--- config.mk ---
export PLATFORM = sky130hd
export DESIGN_NAME = nip_ctrl
export DESIGN_NICKNAME = d
export VERILOG_FILES = /design/src/logic/nip_pkg.sv /design/src/logic/nip_ctrl.sv
export SDC_FILE = /design/constraint.sdc
export NUM_CORES = 1
export LEC_CHECK = 0
export BUFFER_PORTS_ARGS = -buffer_cell sky130_fd_sc_hd__buf_2
export CORE_MARGIN = 2
export CORE_UTILIZATION = 50
export DETAILED_ROUTE_END_ITERATION = 8
export PLACE_DENSITY_LB_ADDON = 0.1
export SYNTH_ARGS = -nofsm -noshare
export SYNTH_HDL_FRONTEND = slang
export SYNTH_SLANG_ARGS = --single-unit
--- constraint.sdc ---
create_clock -name clock -period 16.81 [get_ports clock]
set_clock_uncertainty 0.1 [all_clocks]
set_input_delay 3.362 -clock clock [delete_from_list [all_inputs] [get_ports clock]]
set_output_delay 3.362 -clock clock [all_outputs]
set_load 0.01 [all_outputs]
--- src/logic/nip_pkg.sv ---
// Constants and types for the nested interrupt priority block
`default_nettype none
package nip_pkg;
	localparam int NVEC = 14;
	localparam int NGRP = 4;
	// Vector numbers (hardware order, 0 highest and never masked by level)
	localparam int VEC_TLI = 0;
	localparam int VEC_TIMEBASE = 1;
	localparam int VEC_EXT0 = 2;
	localparam int VEC_EXT1 = 3;
	localparam int VEC_CAN_SC = 7;
	localparam int VEC_SPI = 8;
	localparam int VEC_PWM = 13;
	localparam logic [15:0] VEC_ADDR_TOP = 16'hfffa;
	// Level bit pairs {high, low}
	localparam logic [1:0] LVL0 = 2'b10;
	localparam logic [1:0] LVL1 = 2'b01;
	localparam logic [1:0] LVL2 = 2'b00;
	localparam logic [1:0] LVL3 = 2'b11;
	localparam int CC_HI_BIT = 5;
	localparam int CC_LO_BIT = 3;
	// Sensitivity codes
	localparam logic [1:0] SNS_FALL_LOW = 2'b00;
	localparam logic [1:0] SNS_RISE = 2'b01;
	localparam logic [1:0] SNS_FALL = 2'b10;
	localparam logic [1:0] SNS_BOTH = 2'b11;
	// Register indices, byte address is four times these
	localparam logic [9:0] IDX_PRIO0 = 10'h025;
	localparam logic [9:0] IDX_PRIO1 = 10'h026;
	localparam logic [9:0] IDX_PRIO2 = 10'h027;
	localparam logic [9:0] IDX_PRIO3 = 10'h028;
	localparam logic [9:0] IDX_SENSE = 10'h029;
	localparam logic [9:0] IDX_STAT = 10'h030;
	localparam logic [7:0] PRIO_RST = 8'hff;
	localparam logic [7:0] PRIO3_RO = 8'hf0;
	localparam logic [7:0] SENSE_RST = 8'h00;
	// Status register layout
	localparam int ST_LVL_LSB = 0;
	localparam int ST_REQ_BIT = 2;
	localparam int ST_VEC_LSB = 4;
	localparam int ST_PEND_LSB = 8;
	localparam logic [1:0] HTRANS_NONSEQ = 2'b10;
	localparam logic HRESP_OKAY = 1'b0;

	typedef struct packed {
		logic ack;
		logic irq_enable_instr;
		logic sim;
		logic halt;
		logic wait_for_irq_instr;
		logic trap;
		logic irq_return_instr;
		logic popcc;
	} nip_cpu_evt_t;

	typedef struct packed {
		logic        req;
		logic [3:0]  vec;
		logic [15:0] addr;
	} nip_svc_t;
endpackage
`default_nettype wire

--- src/logic/nip_ctrl.sv ---
// Nested interrupt priority, wake and external sensitivity logic
// Behaviour
// Priority registers reset to all ones
// Two-bit field per vector, vector zero lowest
// Fields encoded like current-level pair
// Level-0 pattern write ignored per field
// Reset, trap, top pin set level 3
// Top pin field stored, never arbitrates
// Rewritten field re-enters only if higher
// Enable/wait/halt load 10, disable/trap 11
// Return and pop restore level bits
// Jump flags from level equal 11
// Level instructions act immediately in routines
// Fixed hardware order and vector addresses
// Only listed sources wake from halt
// Shared CAN vector wakes on status change
// Four two-bit sensitivity modes per group
// Sensitivity writes only at level 3
// Changed sensitivity clears group pending
// Sensitivity reset zero, group three top
// Level pair ranking 10<01<00<11
// Highest level first, ties by order
// Groups two..zero in lower bit pairs
// Edges latched, cleared on entry, pins ORed
// Fourth register upper nibble reads ones
// Low level keeps request asserted
`timescale 1ns/10ps
`default_nettype none
module nip_ctrl #(
	parameter int PINS = 2
) (
	// Clock and reset
	input  wire logic                   clock,
	input  wire logic                   rst,
	// AHB-Lite slave
	input  wire logic                   hsel,
	input  wire logic [31:0]            haddr,
	input  wire logic [1:0]             htrans,
	input  wire logic                   hwrite,
	input  wire logic [2:0]             hsize,
	input  wire logic [31:0]            hwdata,
	input  wire logic                   hready,
	output logic                        hreadyout_r,
	output logic                        hresp_r,
	output logic [31:0]                 hrdata_r,
	// CPU core
	input  wire nip_pkg::nip_cpu_evt_t  cpu_evt,
	input  wire logic [7:0]             pop_flags_instr,
	input  wire logic                   halt_mode,
	input  wire logic                   active_halt,
	output nip_pkg::nip_svc_t           svc_r,
	output logic                        level_bit_high_r,
	output logic                        level_bit_low_r,
	output logic                        jump_if_masked_r,
	output logic                        jump_if_unmasked_r,
	output logic                        wake_r,
	// Request sources
	input  wire logic                   tli_edge,
	input  wire logic [13:1]            periph_req,
	input  wire logic                   can_sc_wake,
	input  wire logic [4*PINS-1:0]      ext_pin
);

	localparam int NVEC = nip_pkg::NVEC;
	initial begin
		if (PINS < 1 || PINS > 8)
			$error("nip_ctrl: PINS out of range");
	end

	////////////////////////////////////////////////////////////////////
	// Helpers

	// Rank of a level pair, 0 lowest
	// level ranking
	function automatic logic [1:0] rank(input logic [1:0] p);
		unique case (p)
			nip_pkg::LVL0: rank = 2'h0;
			nip_pkg::LVL1: rank = 2'h1;
			nip_pkg::LVL2: rank = 2'h2;
			nip_pkg::LVL3: rank = 2'h3;
		endcase
	endfunction

	// Merge one priority byte, keeping fields written with level 0
	function automatic logic [7:0] prio_merge(
		input logic [7:0] old,
		input logic [7:0] wr
	);
		logic [7:0] r;
		r = old;
		for (int k = 0; k < 4; k++) begin
			// level 0 not writable
			if (wr[2*k +: 2] != nip_pkg::LVL0)
				r[2*k +: 2] = wr[2*k +: 2];
		end
		prio_merge = r;
	endfunction

	////////////////////////////////////////////////////////////////////
	// State

	logic [7:0]  prio_r [0:3];
	logic [7:0]  sense_r;
	logic [1:0]  level_r;
	logic [1:0]  level_nxt;
	logic [3:0]  ext_pend_r;
	logic        tli_pend_r;
	logic [4*PINS-1:0] pin_prev_r;
	logic        wr_pend_r;
	logic        rd_pend_r;
	logic [9:0]  wr_idx_r;
	logic [9:0]  rd_idx_r;
	logic [3:0]  ext_set;
	logic [3:0]  ext_low;
	logic [3:0]  ext_req;
	logic [3:0]  sense_chg;
	logic        sense_we;
	logic [NVEC-1:0] pend_all;
	logic [NVEC-1:0] wake_set;
	logic [NVEC-1:0] cand;
	logic        found;
	logic [3:0]  best_vec;
	logic [1:0]  best_rank;
	logic [1:0]  fields [0:NVEC-1];
	logic [31:0] rd_val;
	logic        accept;

	assign level_bit_high_r = level_r[1];
	assign level_bit_low_r  = level_r[0];

	// field of vector v sits in register v/4, pair v%4
	// fields share the level pair coding
	always_comb begin
		for (int v = 0; v < NVEC; v++)
			fields[v] = prio_r[v / 4][2*(v % 4) +: 2];
	end

	////////////////////////////////////////////////////////////////////
	// Bus slave

	assign accept = hsel && hready && htrans == nip_pkg::HTRANS_NONSEQ;

	// Reads take one wait state so a preceding write is seen
	always_ff @(posedge clock) begin
		if (rst) begin
			wr_pend_r   <= 1'b0;
			rd_pend_r   <= 1'b0;
			wr_idx_r    <= 10'h000;
			rd_idx_r    <= 10'h000;
			hreadyout_r <= 1'b1;
			hresp_r     <= nip_pkg::HRESP_OKAY;
			hrdata_r    <= 32'h0000_0000;
		end else begin
			wr_pend_r <= accept && hwrite;
			if (accept)
				wr_idx_r <= haddr[11:2];
			if (accept && !hwrite) begin
				rd_idx_r    <= haddr[11:2];
				rd_pend_r   <= 1'b1;
				hreadyout_r <= 1'b0;
			end else if (rd_pend_r) begin
				rd_pend_r   <= 1'b0;
				hreadyout_r <= 1'b1;
				hrdata_r    <= rd_val;
			end
		end
	end

	always_comb begin
		rd_val = 32'h0000_0000;
		unique case (rd_idx_r)
			nip_pkg::IDX_PRIO0: rd_val[7:0] = prio_r[0];
			nip_pkg::IDX_PRIO1: rd_val[7:0] = prio_r[1];
			nip_pkg::IDX_PRIO2: rd_val[7:0] = prio_r[2];
			// upper nibble reads ones
			nip_pkg::IDX_PRIO3:
				rd_val[7:0] = prio_r[3] | nip_pkg::PRIO3_RO;
			nip_pkg::IDX_SENSE: rd_val[7:0] = sense_r;
			nip_pkg::IDX_STAT: begin
				rd_val[nip_pkg::ST_LVL_LSB +: 2] = level_r;
				rd_val[nip_pkg::ST_REQ_BIT] = svc_r.req;
				rd_val[nip_pkg::ST_VEC_LSB +: 4] = svc_r.vec;
				rd_val[nip_pkg::ST_PEND_LSB +: NVEC] = pend_all;
			end
			default: rd_val = 32'h0000_0000;
		endcase
	end

	////////////////////////////////////////////////////////////////////
	// Priority registers

	always_ff @(posedge clock) begin
		if (rst) begin
			// all vectors start at level 3
			for (int i = 0; i < 4; i++)
				prio_r[i] <= nip_pkg::PRIO_RST;
		end else if (wr_pend_r) begin
			for (int i = 0; i < 4; i++) begin
				if (wr_idx_r == nip_pkg::IDX_PRIO0 + 10'(i))
					prio_r[i] <= prio_merge(prio_r[i], hwdata[7:0]);
			end
		end
	end

	////////////////////////////////////////////////////////////////////
	// External sensitivity

	// writes accepted only at level 3
	assign sense_we = wr_pend_r && wr_idx_r == nip_pkg::IDX_SENSE
		&& level_r == nip_pkg::LVL3;

	always_comb begin
		for (int g = 0; g < 4; g++)
			sense_chg[g] = sense_we
				&& hwdata[2*g +: 2] != sense_r[2*g +: 2];
	end

	always_ff @(posedge clock) begin
		if (rst) begin
			// all groups falling edge and low level
			sense_r <= nip_pkg::SENSE_RST;
		end else if (sense_we) begin
			// group g in bits 2g+1:2g
			sense_r <= hwdata[7:0];
		end
	end

	// Pins idle high, so a pin low at reset gives one falling edge
	always_ff @(posedge clock) begin
		if (rst)
			pin_prev_r <= '1;
		else
			pin_prev_r <= ext_pin;
	end

	always_comb begin
		logic [PINS-1:0] cur;
		logic [PINS-1:0] prv;
		logic rise;
		logic fall;
		cur = '0;
		prv = '0;
		rise = 1'b0;
		fall = 1'b0;
		for (int g = 0; g < 4; g++) begin
			cur = ext_pin[g*PINS +: PINS];
			prv = pin_prev_r[g*PINS +: PINS];
			// pins of one group ORed
			rise = |(cur & ~prv);
			fall = |(~cur & prv);
			ext_low[g] = |(~cur);
			// edge selection per mode
			unique case (sense_r[2*g +: 2])
				nip_pkg::SNS_FALL_LOW: ext_set[g] = fall;
				nip_pkg::SNS_RISE:     ext_set[g] = rise;
				nip_pkg::SNS_FALL:     ext_set[g] = fall;
				nip_pkg::SNS_BOTH:     ext_set[g] = rise | fall;
			endcase
			// low level holds the request
			ext_req[g] = ext_pend_r[g] || (ext_low[g]
				&& sense_r[2*g +: 2] == nip_pkg::SNS_FALL_LOW);
		end
	end

	always_ff @(posedge clock) begin
		if (rst) begin
			ext_pend_r <= 4'h0;
		end else begin
			for (int g = 0; g < 4; g++) begin
				// cleared on entry, new edge wins
				// changed mode clears pending
				if (ext_set[g])
					ext_pend_r[g] <= 1'b1;
				else if (sense_chg[g] || (cpu_evt.ack
					&& svc_r.vec == 4'(nip_pkg::VEC_EXT0 + g)))
					ext_pend_r[g] <= 1'b0;
			end
		end
	end

	always_ff @(posedge clock) begin
		if (rst)
			tli_pend_r <= 1'b0;
		else if (tli_edge)
			tli_pend_r <= 1'b1;
		else if (cpu_evt.ack && svc_r.vec == 4'(nip_pkg::VEC_TLI))
			tli_pend_r <= 1'b0;
	end

	////////////////////////////////////////////////////////////////////
	// Arbitration

	always_comb begin
		pend_all = {periph_req, 1'b0};
		pend_all[nip_pkg::VEC_TLI] = tli_pend_r;
		for (int g = 0; g < 4; g++)
			pend_all[nip_pkg::VEC_EXT0 + g] =
				ext_req[g] | periph_req[nip_pkg::VEC_EXT0 + g];
		// wake-capable sources only
		wake_set = '0;
		wake_set[nip_pkg::VEC_TLI] = tli_pend_r;
		wake_set[nip_pkg::VEC_TIMEBASE] =
			periph_req[nip_pkg::VEC_TIMEBASE] && active_halt;
		wake_set[nip_pkg::VEC_EXT0 +: 4] = ext_req;
		wake_set[nip_pkg::VEC_EXT0] = pend_all[nip_pkg::VEC_EXT0];
		wake_set[nip_pkg::VEC_EXT0 + 2] = pend_all[nip_pkg::VEC_EXT0 + 2];
		wake_set[nip_pkg::VEC_EXT0 + 3] = pend_all[nip_pkg::VEC_EXT0 + 3];
		// shared CAN vector wakes on status change only
		wake_set[nip_pkg::VEC_CAN_SC] =
			periph_req[nip_pkg::VEC_CAN_SC] && can_sc_wake;
		wake_set[nip_pkg::VEC_SPI] = periph_req[nip_pkg::VEC_SPI];
		wake_set[nip_pkg::VEC_PWM] = periph_req[nip_pkg::VEC_PWM];
		cand = halt_mode ? wake_set : pend_all;
	end

	// highest level, ties to lower vector number
	// vector number is the hardware order
	always_comb begin
		logic [1:0] r;
		r = 2'h0;
		found = 1'b0;
		best_vec = 4'h0;
		best_rank = 2'h0;
		for (int v = NVEC - 1; v >= 1; v--) begin
			r = rank(fields[v]);
			if (cand[v] && r > rank(level_r)
				&& (!found || r >= best_rank)) begin
				found = 1'b1;
				best_vec = 4'(v);
				best_rank = r;
			end
		end
		// top pin ignores its field and beats level 3
		if (cand[nip_pkg::VEC_TLI]) begin
			found = 1'b1;
			best_vec = 4'(nip_pkg::VEC_TLI);
		end
	end

	// Request drops for a cycle after an entry so the new level is seen
	always_ff @(posedge clock) begin
		if (rst) begin
			svc_r  <= '0;
			wake_r <= 1'b0;
		end else begin
			svc_r.req <= found && !cpu_evt.ack;
			svc_r.vec <= best_vec;
			svc_r.addr <= nip_pkg::VEC_ADDR_TOP - {11'h000, best_vec, 1'b0};
			wake_r <= halt_mode && found;
		end
	end

	////////////////////////////////////////////////////////////////////
	// Current level

	always_comb begin
		level_nxt = level_r;
		if (cpu_evt.ack) begin
			// top pin entry sets level 3
			// a rewritten field applies only on a new entry
			if (svc_r.vec == 4'(nip_pkg::VEC_TLI))
				level_nxt = nip_pkg::LVL3;
			else
				level_nxt = fields[svc_r.vec];
		end else if (cpu_evt.irq_return_instr || cpu_evt.popcc) begin
			// level restored from popped flags
			level_nxt = {pop_flags_instr[nip_pkg::CC_HI_BIT],
				pop_flags_instr[nip_pkg::CC_LO_BIT]};
		end else if (cpu_evt.sim || cpu_evt.trap) begin
			// disable and trap load 11
			// takes effect at once
			level_nxt = nip_pkg::LVL3;
		end else if (cpu_evt.irq_enable_instr || cpu_evt.wait_for_irq_instr || cpu_evt.halt) begin
			// enable, wait and halt load 10
			level_nxt = nip_pkg::LVL0;
		end
	end

	always_ff @(posedge clock) begin
		if (rst) begin
			// reset routine runs at level 3
			level_r <= nip_pkg::LVL3;
			jump_if_masked_r <= 1'b1;
			jump_if_unmasked_r <= 1'b0;
		end else begin
			level_r <= level_nxt;
			// jump conditions on level 3
			jump_if_masked_r <= level_nxt == nip_pkg::LVL3;
			jump_if_unmasked_r <= level_nxt != nip_pkg::LVL3;
		end
	end

endmodule
`default_nettype wire

# [Yosys cells after proc, flatten, opt, wreduce, memory -nomap -nowiden]
# Memories as Yosys holds them, arrays and structs flattened.
# Index checks and enable logic that the tools add are counted.
[totals] reg_bits=92 mem_bits_rw=32 in_bits=115 output_inout_bits=60 word_cells=456 mem_count=1
[classes] addsub=1 n_lt_le_gt_ge=26 eq_ne=80 n_mux=170 bitwise=30 n_reduce_logical=128
[memory_table] memory="prio_r" words=4 word_bits=8 rd=4 rd_clocked_by_memory_dff=0 write_ports=4 line_no="nip_ctrl.sv:102" source="logic [7:0] prio_r [0:3];"
[ops] op="two-way mux 2 bit" count=83
[ops] op="one-hot mux 2 bit (4 select lines)" count=14
[ops] op="== test 10 x 6 -> 1 bit, second input constant" count=11
[ops] op="== test 2 bit, second input constant" count=38
[ops] op="two-way mux 4 bit" count=14
[ops] op="logical AND 1 bit" count=48
[ops] op="two-way mux 1 bit" count=45
[ops] op="== test 2 x 1 -> 1 bit, second input constant" count=18
[ops] op="zero test 2 bit" count=18
[ops] op="two-way mux 8 bit" count=4
[ops] op="OR reduction 2 bit" count=16
[ops] op="> comparator 2 bit" count=13
[ops] op=">= comparator 2 bit" count=12
[ops] op="logical OR 1 bit" count=24
[ops] op="one-hot mux 4 bit (6 select lines)" count=1
[ops] op="one-hot mux 3 bit (6 select lines)" count=1
[ops] op="AND 2 bit" count=8
[ops] op="NOT 2 bit" count=8
[ops] op="zero test 1 bit" count=14
[ops] op="two-way mux 14 bit" count=1
[ops] op="two-way mux 13 bit" count=1
[ops] op="bitwise OR 1 bit" count=12
[ops] op="one-hot mux 1 bit (3 select lines)" count=4
[ops] op="nonzero test 2 bit" count=6
[ops] op="other kinds (12)" count=21

# [Longest topological paths before layout]
# Gate-level depths: netlist (run 1).
# An unclocked memory read counts as a cell.
[logic_depth] ltp_word=56 mapped_depth=89 depth_no_buf=89

# [Worst setup path before layout (run 1)]
# OpenSTA, ideal clock, no wires.
[synth_timing] path_kind="input port to flip-flop" startpoint="in periph_req[13] in the netlist's numbering" endpoint="reg svc_r[4] in the netlist's numbering" setup_ns=0.132 arrival_time_ns=17.170 t_required_ns=16.578 setup_slack_ns=-0.591 stages=83 n_path_buf=0 path_cell_list="a21bo_2 > a211oi_1 > ha_1 > nand2b_1 > a21oi_1 > a211o_1 > nand2_1 > ha_1 > nand2b_1 > a21oi_1 > a21boi_1 > o211ai_1 > a21boi_0 > ha_1 > nand2b_1 > a21oi_1 > o31a_1 > nor3_1 > [... 47 more ...] > a21oi_1 > ha_1 > nand2b_1 > a21o_1 > o21ai_1 > nand2_1 > a211oi_1 > a211oi_1 > ha_1 > nand2b_1 > a21oi_1 > or2_2 > a21boi_1 > nand4b_1 > a21oi_1 > ha_1 > nor4_1 > nor3_1"
[synth_between] elab_chain_len=52 elab_cells_between_ends=88 classes_between="add/sub (1); order compare (12); mux (38); reduce/logical (37)"
[synth_lines] element="start: declaration" line_no="nip_ctrl.sv:59" source="input wire logic [13:1] periph_req,"
[synth_lines] element="logical AND 1 bit (*)" line_no="nip_ctrl.sv:326" source="if (cand[v] && r > rank(level_r)"
[synth_lines] element="two-way mux 2 bit or two-way mux 1 bit (tied branches)" line_no="nip_ctrl.sv:326"
[synth_lines] element=">= comparator 2 bit or zero test 1 bit (tied branches)" line_no="nip_ctrl.sv:327" source="&& (!found || r >= best_rank)) begin"
[synth_lines] element="logical OR 1 bit" line_no="nip_ctrl.sv:327"
[synth_lines] element="logical AND 1 bit" line_no="nip_ctrl.sv:327"
[synth_lines] element="two-way mux 2 bit or two-way mux 1 bit (tied branches)" line_no="nip_ctrl.sv:326"
[synth_lines] element=">= comparator 2 bit or zero test 1 bit (tied branches)" line_no="nip_ctrl.sv:327"
[synth_lines] element="logical OR 1 bit" line_no="nip_ctrl.sv:327"
[synth_lines] element="[... 37 more ...]"
[synth_lines] element="two-way mux 2 bit or two-way mux 1 bit (tied branches)" line_no="nip_ctrl.sv:326"
[synth_lines] element=">= comparator 2 bit or zero test 1 bit (tied branches)" line_no="nip_ctrl.sv:327"
[synth_lines] element="logical OR 1 bit" line_no="nip_ctrl.sv:327"
[synth_lines] element="logical AND 1 bit" line_no="nip_ctrl.sv:327"
[synth_lines] element="two-way mux 4 bit (*)" line_no="nip_ctrl.sv:326"
[synth_lines] element="two-way mux 4 bit (*)" line_no="nip_ctrl.sv:334" source="if (cand[nip_pkg::VEC_TLI]) begin"
[synth_lines] element="via best_vec[2]" line_no="nip_ctrl.sv:122" source="logic [3:0] best_vec;"
[synth_lines] element="subtractor 4 x 6 -> 7 bit (*)" line_no="nip_ctrl.sv:348" source="svc_r.addr <= nip_pkg::VEC_ADDR_TOP - {11'h000, best_vec, 1'b0};"
[synth_lines] element="end: declaration" line_no="nip_ctrl.sv:51" source="output nip_pkg::nip_svc_t svc_r,"
# The timed path passes the listed nets; every way through them passes the cells marked *.
# A chain may end at the register's enable or synchronous reset.

# [Worst setup path in the final report (run 1)]
# Ends and elaborated chain as after synthesis.

==> results of run 1 <==
==> power by group <==
part / total (mW) / switching, mW / leakage [nW] / internal [mW]
clock network: 0.229 / 0.120 / 0.154 / 0.110
registers: 0.296 / 0.0174 / 0.852 / 0.278
logic: 0.442 / 0.208 / 3.28 / 0.233
==> tightest hold or removal path, cell delays in order, from the launching register on <==
cell	delay, ps
dfxtp_1	310
nand2_1	50
a21oi_1	50
==> registers in the layout (all words and copies together), names as in the netlist <==
name	cells
wake_r	1
hreadyout_r	1
pin_prev_r	8
rd_idx_r	10
wr_idx_r	10
jump_if_unmasked_r	1
rd_pend_r	1
level_r	2
sense_r	8
wr_pend_r	1
svc_r	10
jump_if_masked_r	1
hrdata_r	22
tli_pend_r	1
ext_pend_r	4
prio_r	28
==> worst max path at each step <==
stage / start / end / slack (ps)
floorplan: periph_req[13] / svc_r[1]$_SDFF_PP0_ / 10
global placement: periph_req[13] / svc_r[4]$_SDFF_PP0_ / -820
detailed placement: periph_req[13] / svc_r[4]$_SDFF_PP0_ / -900
CTS: periph_req[13] / svc_r[1]$_SDFF_PP0_ / 20
global route: periph_req[13] / svc_r[4]$_SDFF_PP0_ / -790
finish: periph_req[13] / svc_r[4]$_SDFF_PP0_ / -260
==> cell usage after synthesis (all sizes together) (4+ instances only) <==
master | count | area (um2)
a2111oi | 4 | 35.0
a211o | 4 | 35.0
a211oi | 16 | 135
a21boi | 5 | 48.8
a21o | 7 | 52.6
a21oi | 71 | 367
a22oi | 12 | 90.1
a31oi | 7 | 50.1
and2 | 7 | 43.8
buf | 30 | 203
clkbuf | 27 | 101
dfxtp | 81 | 1620
edfxtp | 28 | 841
ha | 93 | 1160
inv | 59 | 221
mux2 | 4 | 45.0
mux2i | 17 | 170
mux4 | 4 | 90.1
nand2 | 84 | 315
nand2b | 25 | 164
nand3 | 14 | 75.1
nand3b | 4 | 30.0
nor2 | 59 | 221
nor2b | 18 | 113
nor3 | 16 | 85.1
o2111ai | 7 | 97.6
o211ai | 11 | 92.6
o21ai | 29 | 145
o21bai | 14 | 109
o221ai | 11 | 103
o22ai | 6 | 37.5
o31ai | 9 | 72.6
or2 | 24 | 150
or3 | 18 | 118
xor2 | 8 | 70.1
==> metrics by stage <==
| stage | total power, mW | TNS, ps | utilization (%) |
|---|---|---|---|
| after floorplan | 0.501 | 0 | - |
| after global placement | 0.617 | -4520 | 57.8 |
| after detailed placement | 0.622 | -4980 | 57.8 |
| after CTS | 0.916 | 0 | 62.9 |
| after global routing | 1.01 | -4370 | 64.7 |
| final | 0.966 | -959 | 64.7 |
==> area by class of cell <==
type / count / area, um2 / area share [%]
Inverter: 59 / 221 / 2.25
Timing Repair Buffer: 198 / 1240 / 12.7
Tap cell: 188 / 235 / 2.39
Clock buffer: 9 / 225 / 2.29
Clock inverter: 7 / 93.8 / 0.955
Multi-Input combinational cell: 667 / 5350 / 54.4
Sequential cell: 109 / 2460 / 25.1
==> repair_timing <==
item	in CTS	in global routing
endpoints found under the setup margin	7	7
gates resized for setup	50	37
setup buffers	24	12
pin swaps	43	47
==> metal layers <==
metal	wire, um	global-route usage, %	up-vias
met5	0	0	-
met2	11000	45.4	197
met3	919	2.70	44
li1	-	-	3467
met1	9900	35.2	3427
met4	771	11.3	0
==> cells by family after synthesis <==
family / after synthesis / share of synthesized area [%]
AND/OR/NAND/NOR: 289 / 19.4
AO/OA/AOI/OAI: 240 / 22.3
buffers and inverters: 116 / 6.77
flip-flops: 109 / 31.7
adder cells (fa/ha/maj): 93 / 15.0
multiplexers: 25 / 3.93
XOR/XNOR: 8 / 0.902
other: 1 / 0.0483
==> cell usage in the layout (no fill, tap or decap), types with 9 or more instances in the layout <==
| master | instances |
|---|---|
| buf_2 | 106 |
| ha_1 | 86 |
| buf_4 | 86 |
| nand2_1 | 82 |
| dfxtp_1 | 81 |
| inv_1 | 58 |
| nor2_1 | 54 |
| a21oi_1 | 48 |
| edfxtp_1 | 28 |
| o21ai_0 | 23 |
| or2_2 | 20 |
| or3_1 | 17 |
| nor2b_1 | 16 |
| mux2i_1 | 16 |
| a21oi_2 | 14 |
| nand2b_4 | 13 |
| nand3_1 | 13 |
| o21bai_1 | 12 |
| nand2b_1 | 12 |
| nor3_1 | 12 |
| a22oi_1 | 12 |
| conb_1 | 12 |
| a211oi_1 | 10 |
| o221ai_1 | 10 |
| a21oi_4 | 9 |
| o211ai_1 | 9 |
| clkbuf_16 | 9 |
==> impl_metrics.yaml, run 1 <==
outcome:
  outcome: "finished, violations left"
  violations: "negative setup slack"
sta:
  period_needed_ps: 17070
  fmax_mhz: 58.6
  finalSetupViolations: 6
  maxSlewHeadroom_pct: 29.3
  hold_viol: 0
  rsz0062_at_grt: "true"
  finalCritPeriodShare_pct: 102
  slew_violations: 0
  finalHoldWorstSlack_ps: 353
  worstMarginPinSlew_ps: 1060
  setup_slack_ps: -255
min_path:
  hold_path_end: "hrdata_r[10]$_SDFFE_PP0P_"
  hold_depth: 2
  min-delay-path-class: "reg2reg"
  min-delay-start: "hrdata_r[10]$_SDFFE_PP0P_"
setup_path:
  worst_path_max_delay_cell: "mux2_4"
  path_buf_inv: 5
  r2r_start: "level_r[1]$_SDFF_PP1_"
  crit_top_cell: "nand2b_4"
  path_class: "in2reg"
  slowest_delay_ps: 340
  arrival_ps: 17190
  critPathLaunchType: "input port"
  crit_cells: 83
  worstPathRequired_ps: 16940
  r2r-end: "svc_r[4]$_SDFF_PP0_"
  r2r_cells: 87
  r2r_slack_ps: 1400
  end_kind: "flop"
  cpLargestDelayFamily: "compound AO/OA/AOI/OAI gates"
  crit_fanout: 4
floorplanning:
  die_w_um: 129
  fp.dieArea_mm2: 0.0165
  core-area_mm2: 0.0152
  fp-row-count: 45
  fp.dieH_um: 129
  start_util_pct: 51.1
  pin_count: 175
power:
  vdd_ir_drop_max_v: 0.0000570
  leakagePower_nw: 4.28
  powerDensity_mw_per_mm2: 98.3
placed_design:
  dp_hpwl_mm: 16.7
  numPlacedInstances: 1188
  place_congestion: 0.904
  post-place-ws_ps: -902
  port_buffers: 107
  place_area_mm2: 0.00879
clock_tree:
  root_buffer: "clkbuf_16"
  cts_hold_buf: 0
  clockBufferDepth: 2
  clk_pin_slew_ps: 90
  cts_made_buffers: 9
  cts_tree: "built"
  insertion_delay_ps: 370
  cts-htree-levels: 3
  cts.sink_count: 109
layout:
  antenna_cells: 0
  area_growth_pct: 26.5
  fill_cells: 1328
  design_area_mm2: 0.00983
  nNetsFinal: 1252
  stdcell_count: 1237
  drive_above_1_share_pct: 32.7
synthesis:
  ys_ff_latch: 109
  syn_area_per_cell_um2: 8.82
  synth_edf_count: 28
  syn_inst: 881
  ys_warn_count: 0
  netlist-cell-type-count: 90
  synth_flop_cell: "dfxtp_1"
  synthArstFlopShare_pct: 0
  yosysSeqAreaShare_pct: 31.7
  netlist_area_mm2: 0.00777
grt:
  grt_pass1_wl_mm: 34.4
  grt_usage_pct: 26.8
  overflow: 0
  antenna_found_initial: 0
  grt_max_degree: 65
  grt_pass1_vias: 6630
routing:
  routed_wl_mm: 22.6
  drc_errors: 0
  ant_nets: 0
  drt_iter0_drc: 436
  dr.pass1.iters: 5
  routedWlPerCell_um: 18.3
  dr_total_vias: 7135
  drt-vias-per-instance: 5.77
job:
  drv_cap: 0
Power figures use the tool's default switching activity.
==> run 2, diff against run 1 <==
==> constraint.sdc (replaced) <==
create_clock -name clock -period 16.81 [get_ports clock]
set_clock_uncertainty 0.1 [all_clocks]
set_input_delay 1.681 -clock clock [delete_from_list [all_inputs] [get_ports clock]]
set_output_delay 1.681 -clock clock [all_outputs]
set_load 0.01 [all_outputs]
==> impl_metrics.yaml, run 2 (same netlist as run 1, synthesis figures left out) <==
floorplanning:
  die_w_um: 129
  start_util_pct: 51.1
  pin_count: 175
  fp.dieArea_mm2: 0.0165
  fp.dieH_um: 129
  core-area_mm2: 0.0152
  fp-row-count: 45
outcome:
  outcome: "complete, no violations"
grt:
  grt_pass1_vias: 6141
  grt_pass1_wl_mm: 32.6
  antenna_found_initial: 0
  overflow: 0
  grt_max_degree: 42
  grt_usage_pct: 25.6
clock_tree:
  insertion_delay_ps: 360
  cts_made_buffers: 9
  clk_pin_slew_ps: 80
  cts.sink_count: 109
  cts_tree: "built"
  cts-htree-levels: 3
  clockBufferDepth: 2
  root_buffer: "clkbuf_16"
  cts_hold_buf: 0
layout:
  final_common_cell: "buf_2"
  drive_above_1_share_pct: 24.7
  antenna_cells: 0
  final_cell_mix: "buf_2 (107), ha_1 (93), nand2_1 (84), dfxtp_1 (81), a21oi_1 (60)"
  regArea_mm2: 0.00246
  area_growth_pct: 15.9
  largest_reg_flops: 28
  nNetsFinal: 1209
  top_regs: "prio_r: 28 flops, hrdata_r: 22 flops"
  multi_input_area_mm2: 0.00488
  fill_cells: 1421
  top_register: "prio_r"
power:
  vdd_ir_drop_max_v: 0.0000726
  powerDensity_mw_per_mm2: 93.0
  leakagePower_nw: 3.93
setup_path:
  arrival_ps: 16080
  r2r-end: "svc_r[4]$_SDFF_PP0_"
  crit_fanout: 5
  path_class: "in2reg"
  worstPathRequired_ps: 16940
  r2r_slack_ps: 1020
  worst_path_max_delay_cell: "mux2_2"
  slowest_delay_ps: 370
  crit_top_cell: "ha_1"
  end_kind: "flop"
  r2r_cells: 85
  critPathLaunchType: "input port"
  r2r_start: "prio_r[3][2]$_SDFFCE_PN1P_"
job:
  drv_cap: 0
min_path:
  hold_depth: 2
  min-delay-path-class: "reg2reg"
  hold_path_end: "rd_idx_r[6]$_SDFFE_PP0P_"
  min-delay-start: "rd_idx_r[6]$_SDFFE_PP0P_"
sta:
  finalSetupViolations: 0
  finalCritPeriodShare_pct: 94.9
  fmax_mhz: 62.7
  finalSetupTns_ps: 0
  finalHoldWorstSlack_ps: 353
  worstMarginPinSlew_ps: 1110
  slew_violations: 0
  period_needed_ps: 15950
  hold_viol: 0
  maxSlewHeadroom_pct: 23.8
routing:
  routedWlPerCell_um: 17.8
  met2_length_mm: 10.0
  ant_nets: 0
  met1_length_mm: 9.50
  drt-vias-per-instance: 5.66
  met3_length_mm: 1.11
  drt_iter0_drc: 444
  dr.pass1.iters: 6
  drc_errors: 0
  highest_layer: "met4"
  routed_wl_mm: 21.3
  dr_total_vias: 6759
placed_design:
  dp_hpwl_mm: 16.5
  port_buffers: 107
  place_congestion: 0.928
==> run 2: cell types whose count changed in the layout (fill, tap and decap cells not counted), moves of 6 or more <==
| cell | change |
|---|---|
| ha_4 | -7 |
| buf_6 | -6 |
| ha_1 | +7 |
| a21oi_4 | -9 |
| nand2b_1 | +12 |
| buf_4 | -38 |
| a21oi_1 | +12 |
| nand2b_4 | -12 |
==> run 2: worst max path at each step <==
| stage | to | slack [ps] | start |
|---|---|---|---|
| detailed placement | svc_r[4]$_SDFF_PP0_ | 120 | periph_req[13] |
| global route | svc_r[4]$_SDFF_PP0_ | -140 | periph_req[13] |
| CTS | svc_r[4]$_SDFF_PP0_ | 370 | periph_req[13] |
| floorplan | svc_r[4]$_SDFF_PP0_ | 1090 | periph_req[13] |
| global placement | svc_r[4]$_SDFF_PP0_ | 120 | periph_req[13] |
| finish | svc_r[4]$_SDFF_PP0_ | 860 | periph_req[13] |
==> run 2: per-layer routing <==
layer / vias up / global-route usage, %
met3: 36 / 5.20
met4: 0 / 8.38
met2: 211 / 42.1
li1: 3378 / -
met1: 3134 / 34.0
met5: - / 0
==> run 2: power breakdown <==
part / internal (mW) / switching, mW / total (mW) / leakage (nW)
clock: 0.109 / 0.110 / 0.219 / 0.149
combinational: 0.160 / 0.162 / 0.322 / 2.93
sequential: 0.278 / 0.0173 / 0.296 / 0.852
==> run 2: through the flow <==
| step | instance area [um2] | std cells | util, % | power (mW) | setup slack (ps) |
|---|---|---|---|---|---|
| after global routing | 9000 | 1194 | 59.2 | 0.883 | -140 |
| after floorplan | 7810 | 892 | - | 0.487 | 1090 |
| final | 9000 | 1194 | 59.2 | 0.837 | 862 |
| after CTS | 8920 | 1192 | 58.7 | 0.822 | 372 |
| after detailed placement | 8620 | 1176 | 56.7 | 0.604 | 118 |
| after global placement | 8620 | 1176 | 56.7 | 0.602 | 117 |
==> run 2: timing repair <==
| item | CTS | global route |
|---|---|---|
| endpoints found under the hold margin | 0 | 0 |
| endpoints found under the setup margin | 0 | 7 |
| gates resized for setup | 0 | 17 |
| setup buffers | 0 | 2 |
==> run 2: layout make-up <==
cell class                 count  share of cell area, %
clock inverter                 6                  0.667
multi-input combinational    667                   54.3
timing repair buffer         155                   9.96
clock buffer                  10                   2.66
sequential                   109                   27.4
tap                          188                   2.61
inverter                      59                   2.46
==> run 2: critical path, delay by kind of cell <==
family / cells / cell delay (ps)
compound gates: 40 / 6610
fa+ha+maj: 13 / 3390
simple gates: 23 / 3270
mux: 2 / 570
buf+inv: 5 / 550
==> run 3, diff against run 2 <==
==> constraint.sdc (replaced) <==
create_clock -name clock -period 16.81 [get_ports clock]
set_clock_uncertainty 0.1 [all_clocks]
set_input_delay 0.8405 -clock clock [delete_from_list [all_inputs] [get_ports clock]]
set_output_delay 0.8405 -clock clock [all_outputs]
set_load 0.01 [all_outputs]
==> impl_metrics.yaml, run 3 (same netlist as run 1, synthesis figures left out) <==
outcome:
  outcome: "complete, no violations"
floorplanning:
  fp.dieArea_mm2: 0.0165
  core-area_mm2: 0.0152
  start_util_pct: 51.1
  fp.dieH_um: 129
  fp-row-count: 45
  pin_count: 175
  die_w_um: 129
setup_path:
  r2r_start: "prio_r[3][2]$_SDFFCE_PN1P_"
  crit_top_cell: "ha_1"
  r2r-end: "svc_r[4]$_SDFF_PP0_"
  r2r_slack_ps: 1080
  worst_path_max_delay_cell: "edfxtp_1"
  worstPathRequired_ps: 16940
  r2r_cells: 86
  critPathLaunchType: "flop"
  path_class: "reg2reg"
  slowest_delay_ps: 450
  crit_fanout: 5
  arrival_ps: 15860
  end_kind: "flop"
clock_tree:
  cts_tree: "built"
  clk_pin_slew_ps: 80
  cts-htree-levels: 3
  cts_made_buffers: 9
  insertion_delay_ps: 360
  cts_hold_buf: 0
  root_buffer: "clkbuf_16"
  clockBufferDepth: 2
  cts.sink_count: 109
placed_design:
  port_buffers: 107
  post-place-ws_ps: 273
  place_congestion: 0.937
  dp_hpwl_mm: 16.4
sta:
  finalCritPeriodShare_pct: 93.6
  period_needed_ps: 15730
  finalHoldWorstSlack_ps: 351
  worstMarginPinSlew_ps: 1110
  setup_slack_ps: 1080
  slew_violations: 0
  hold_viol: 0
  finalSetupViolations: 0
  fmax_mhz: 63.6
  maxSlewHeadroom_pct: 25.7
routing:
  dr_total_vias: 6725
  routed_wl_mm: 21.1
  dr.pass1.iters: 4
  drc_errors: 0
  drt-vias-per-instance: 5.78
  ant_nets: 0
  drt_iter0_drc: 358
  routedWlPerCell_um: 18.1
min_path:
  min-delay-start: "rd_idx_r[9]$_SDFFE_PP0P_"
  min-delay-path-class: "reg2reg"
  hold_depth: 2
  hold_path_end: "rd_idx_r[9]$_SDFFE_PP0P_"
layout:
  largest_reg_flops: 28
  nNetsFinal: 1179
  fill_cells: 1424
  final_cell_mix: "buf_2 (107), ha_1 (93), nand2_1 (84), dfxtp_1 (80), a21oi_1 (59)"
  final_util_pct: 57.9
  top_regs: "prio_r: 28 flops, hrdata_r: 22 flops"
  antenna_cells: 0
  area_growth_pct: 13.3
  top_register: "prio_r"
  final_common_cell: "buf_2"
  drive_above_1_share_pct: 22.5
grt:
  antenna_found_initial: 0
  grt_usage_pct: 25.7
  grt_pass1_wl_mm: 32.9
  grt_max_degree: 42
  grt_pass1_vias: 6247
  overflow: 0
power:
  vdd_ir_drop_max_v: 0.0000566
  leakagePower_nw: 3.79
  p_total_mw: 0.796
  powerDensity_mw_per_mm2: 90.5
job:
  drv_cap: 0
==> run 3: metal layers <==
metal  vias up  GRT usage (%)  wire length, um
met5         -              0                0
met4         0           7.67              522
met3        36           4.32              790
met2       179           43.3            10300
met1      3187           34.1             9510
li1       3323              -                -
==> run 3: worst max-delay path by stage <==
stage | start | to | cells after the start
3_5_place_dp | prio_r[3][2]$_SDFFCE_PN1P_ | svc_r[4]$_SDFF_PP0_ | 85
5_1_grt | prio_r[3][2]$_SDFFCE_PN1P_ | svc_r[4]$_SDFF_PP0_ | 86
6_report | prio_r[3][2]$_SDFFCE_PN1P_ | svc_r[4]$_SDFF_PP0_ | 86
3_3_place_gp | prio_r[3][2]$_SDFFCE_PN1P_ | svc_r[4]$_SDFF_PP0_ | 85
4_1_cts | prio_r[3][2]$_SDFFCE_PN1P_ | svc_r[4]$_SDFF_PP0_ | 85
2_1_floorplan | level_r[0]$_SDFF_PP1_ | svc_r[4]$_SDFF_PP0_ | 87
==> run 3: power breakdown <==
part / internal, mW / leakage [nW] / switching, mW / total, mW
logic: 0.129 / 2.78 / 0.153 / 0.282
clock network: 0.109 / 0.150 / 0.110 / 0.219
registers: 0.278 / 0.852 / 0.0172 / 0.296
==> run 3: stage by stage <==
step	TNS [ps]	instance area [um2]	cells
after floorplan	0	7810	892
after detailed placement	0	8370	1142
after global placement	0	8370	1142
final	0	8800	1164
after global routing	-95.6	8800	1164
after CTS	0	8670	1158
==> run 3: repair_timing <==
item,4_1_cts,5_1_grt
gates resized for setup,0,22
setup endpoints to repair,0,7
setup buffers,0,6
==> run 3: worst max-delay path, delay by kind of cell (launching register included) <==
kind	cells	cell delay (ps)
buffers and inverters	4	390
adders and majority gates	15	3990
DFF	1	450
and+or+nand+nor	24	3440
AOI/OAI and AO/OA	42	6860
muxes	1	370
==> run 3: final cells by class <==
| type | count | area [um2] | share of cell area [%] |
|---|---|---|---|
| Clock inverter | 6 | 65.1 | 0.739 |
| Clock buffer | 10 | 239 | 2.72 |
| Timing Repair Buffer | 125 | 671 | 7.62 |
| Sequential cell | 109 | 2460 | 28.0 |
| Tap cell | 188 | 235 | 2.67 |
| Inverter | 59 | 221 | 2.52 |
| Multi-Input combinational cell | 667 | 4900 | 55.7 |
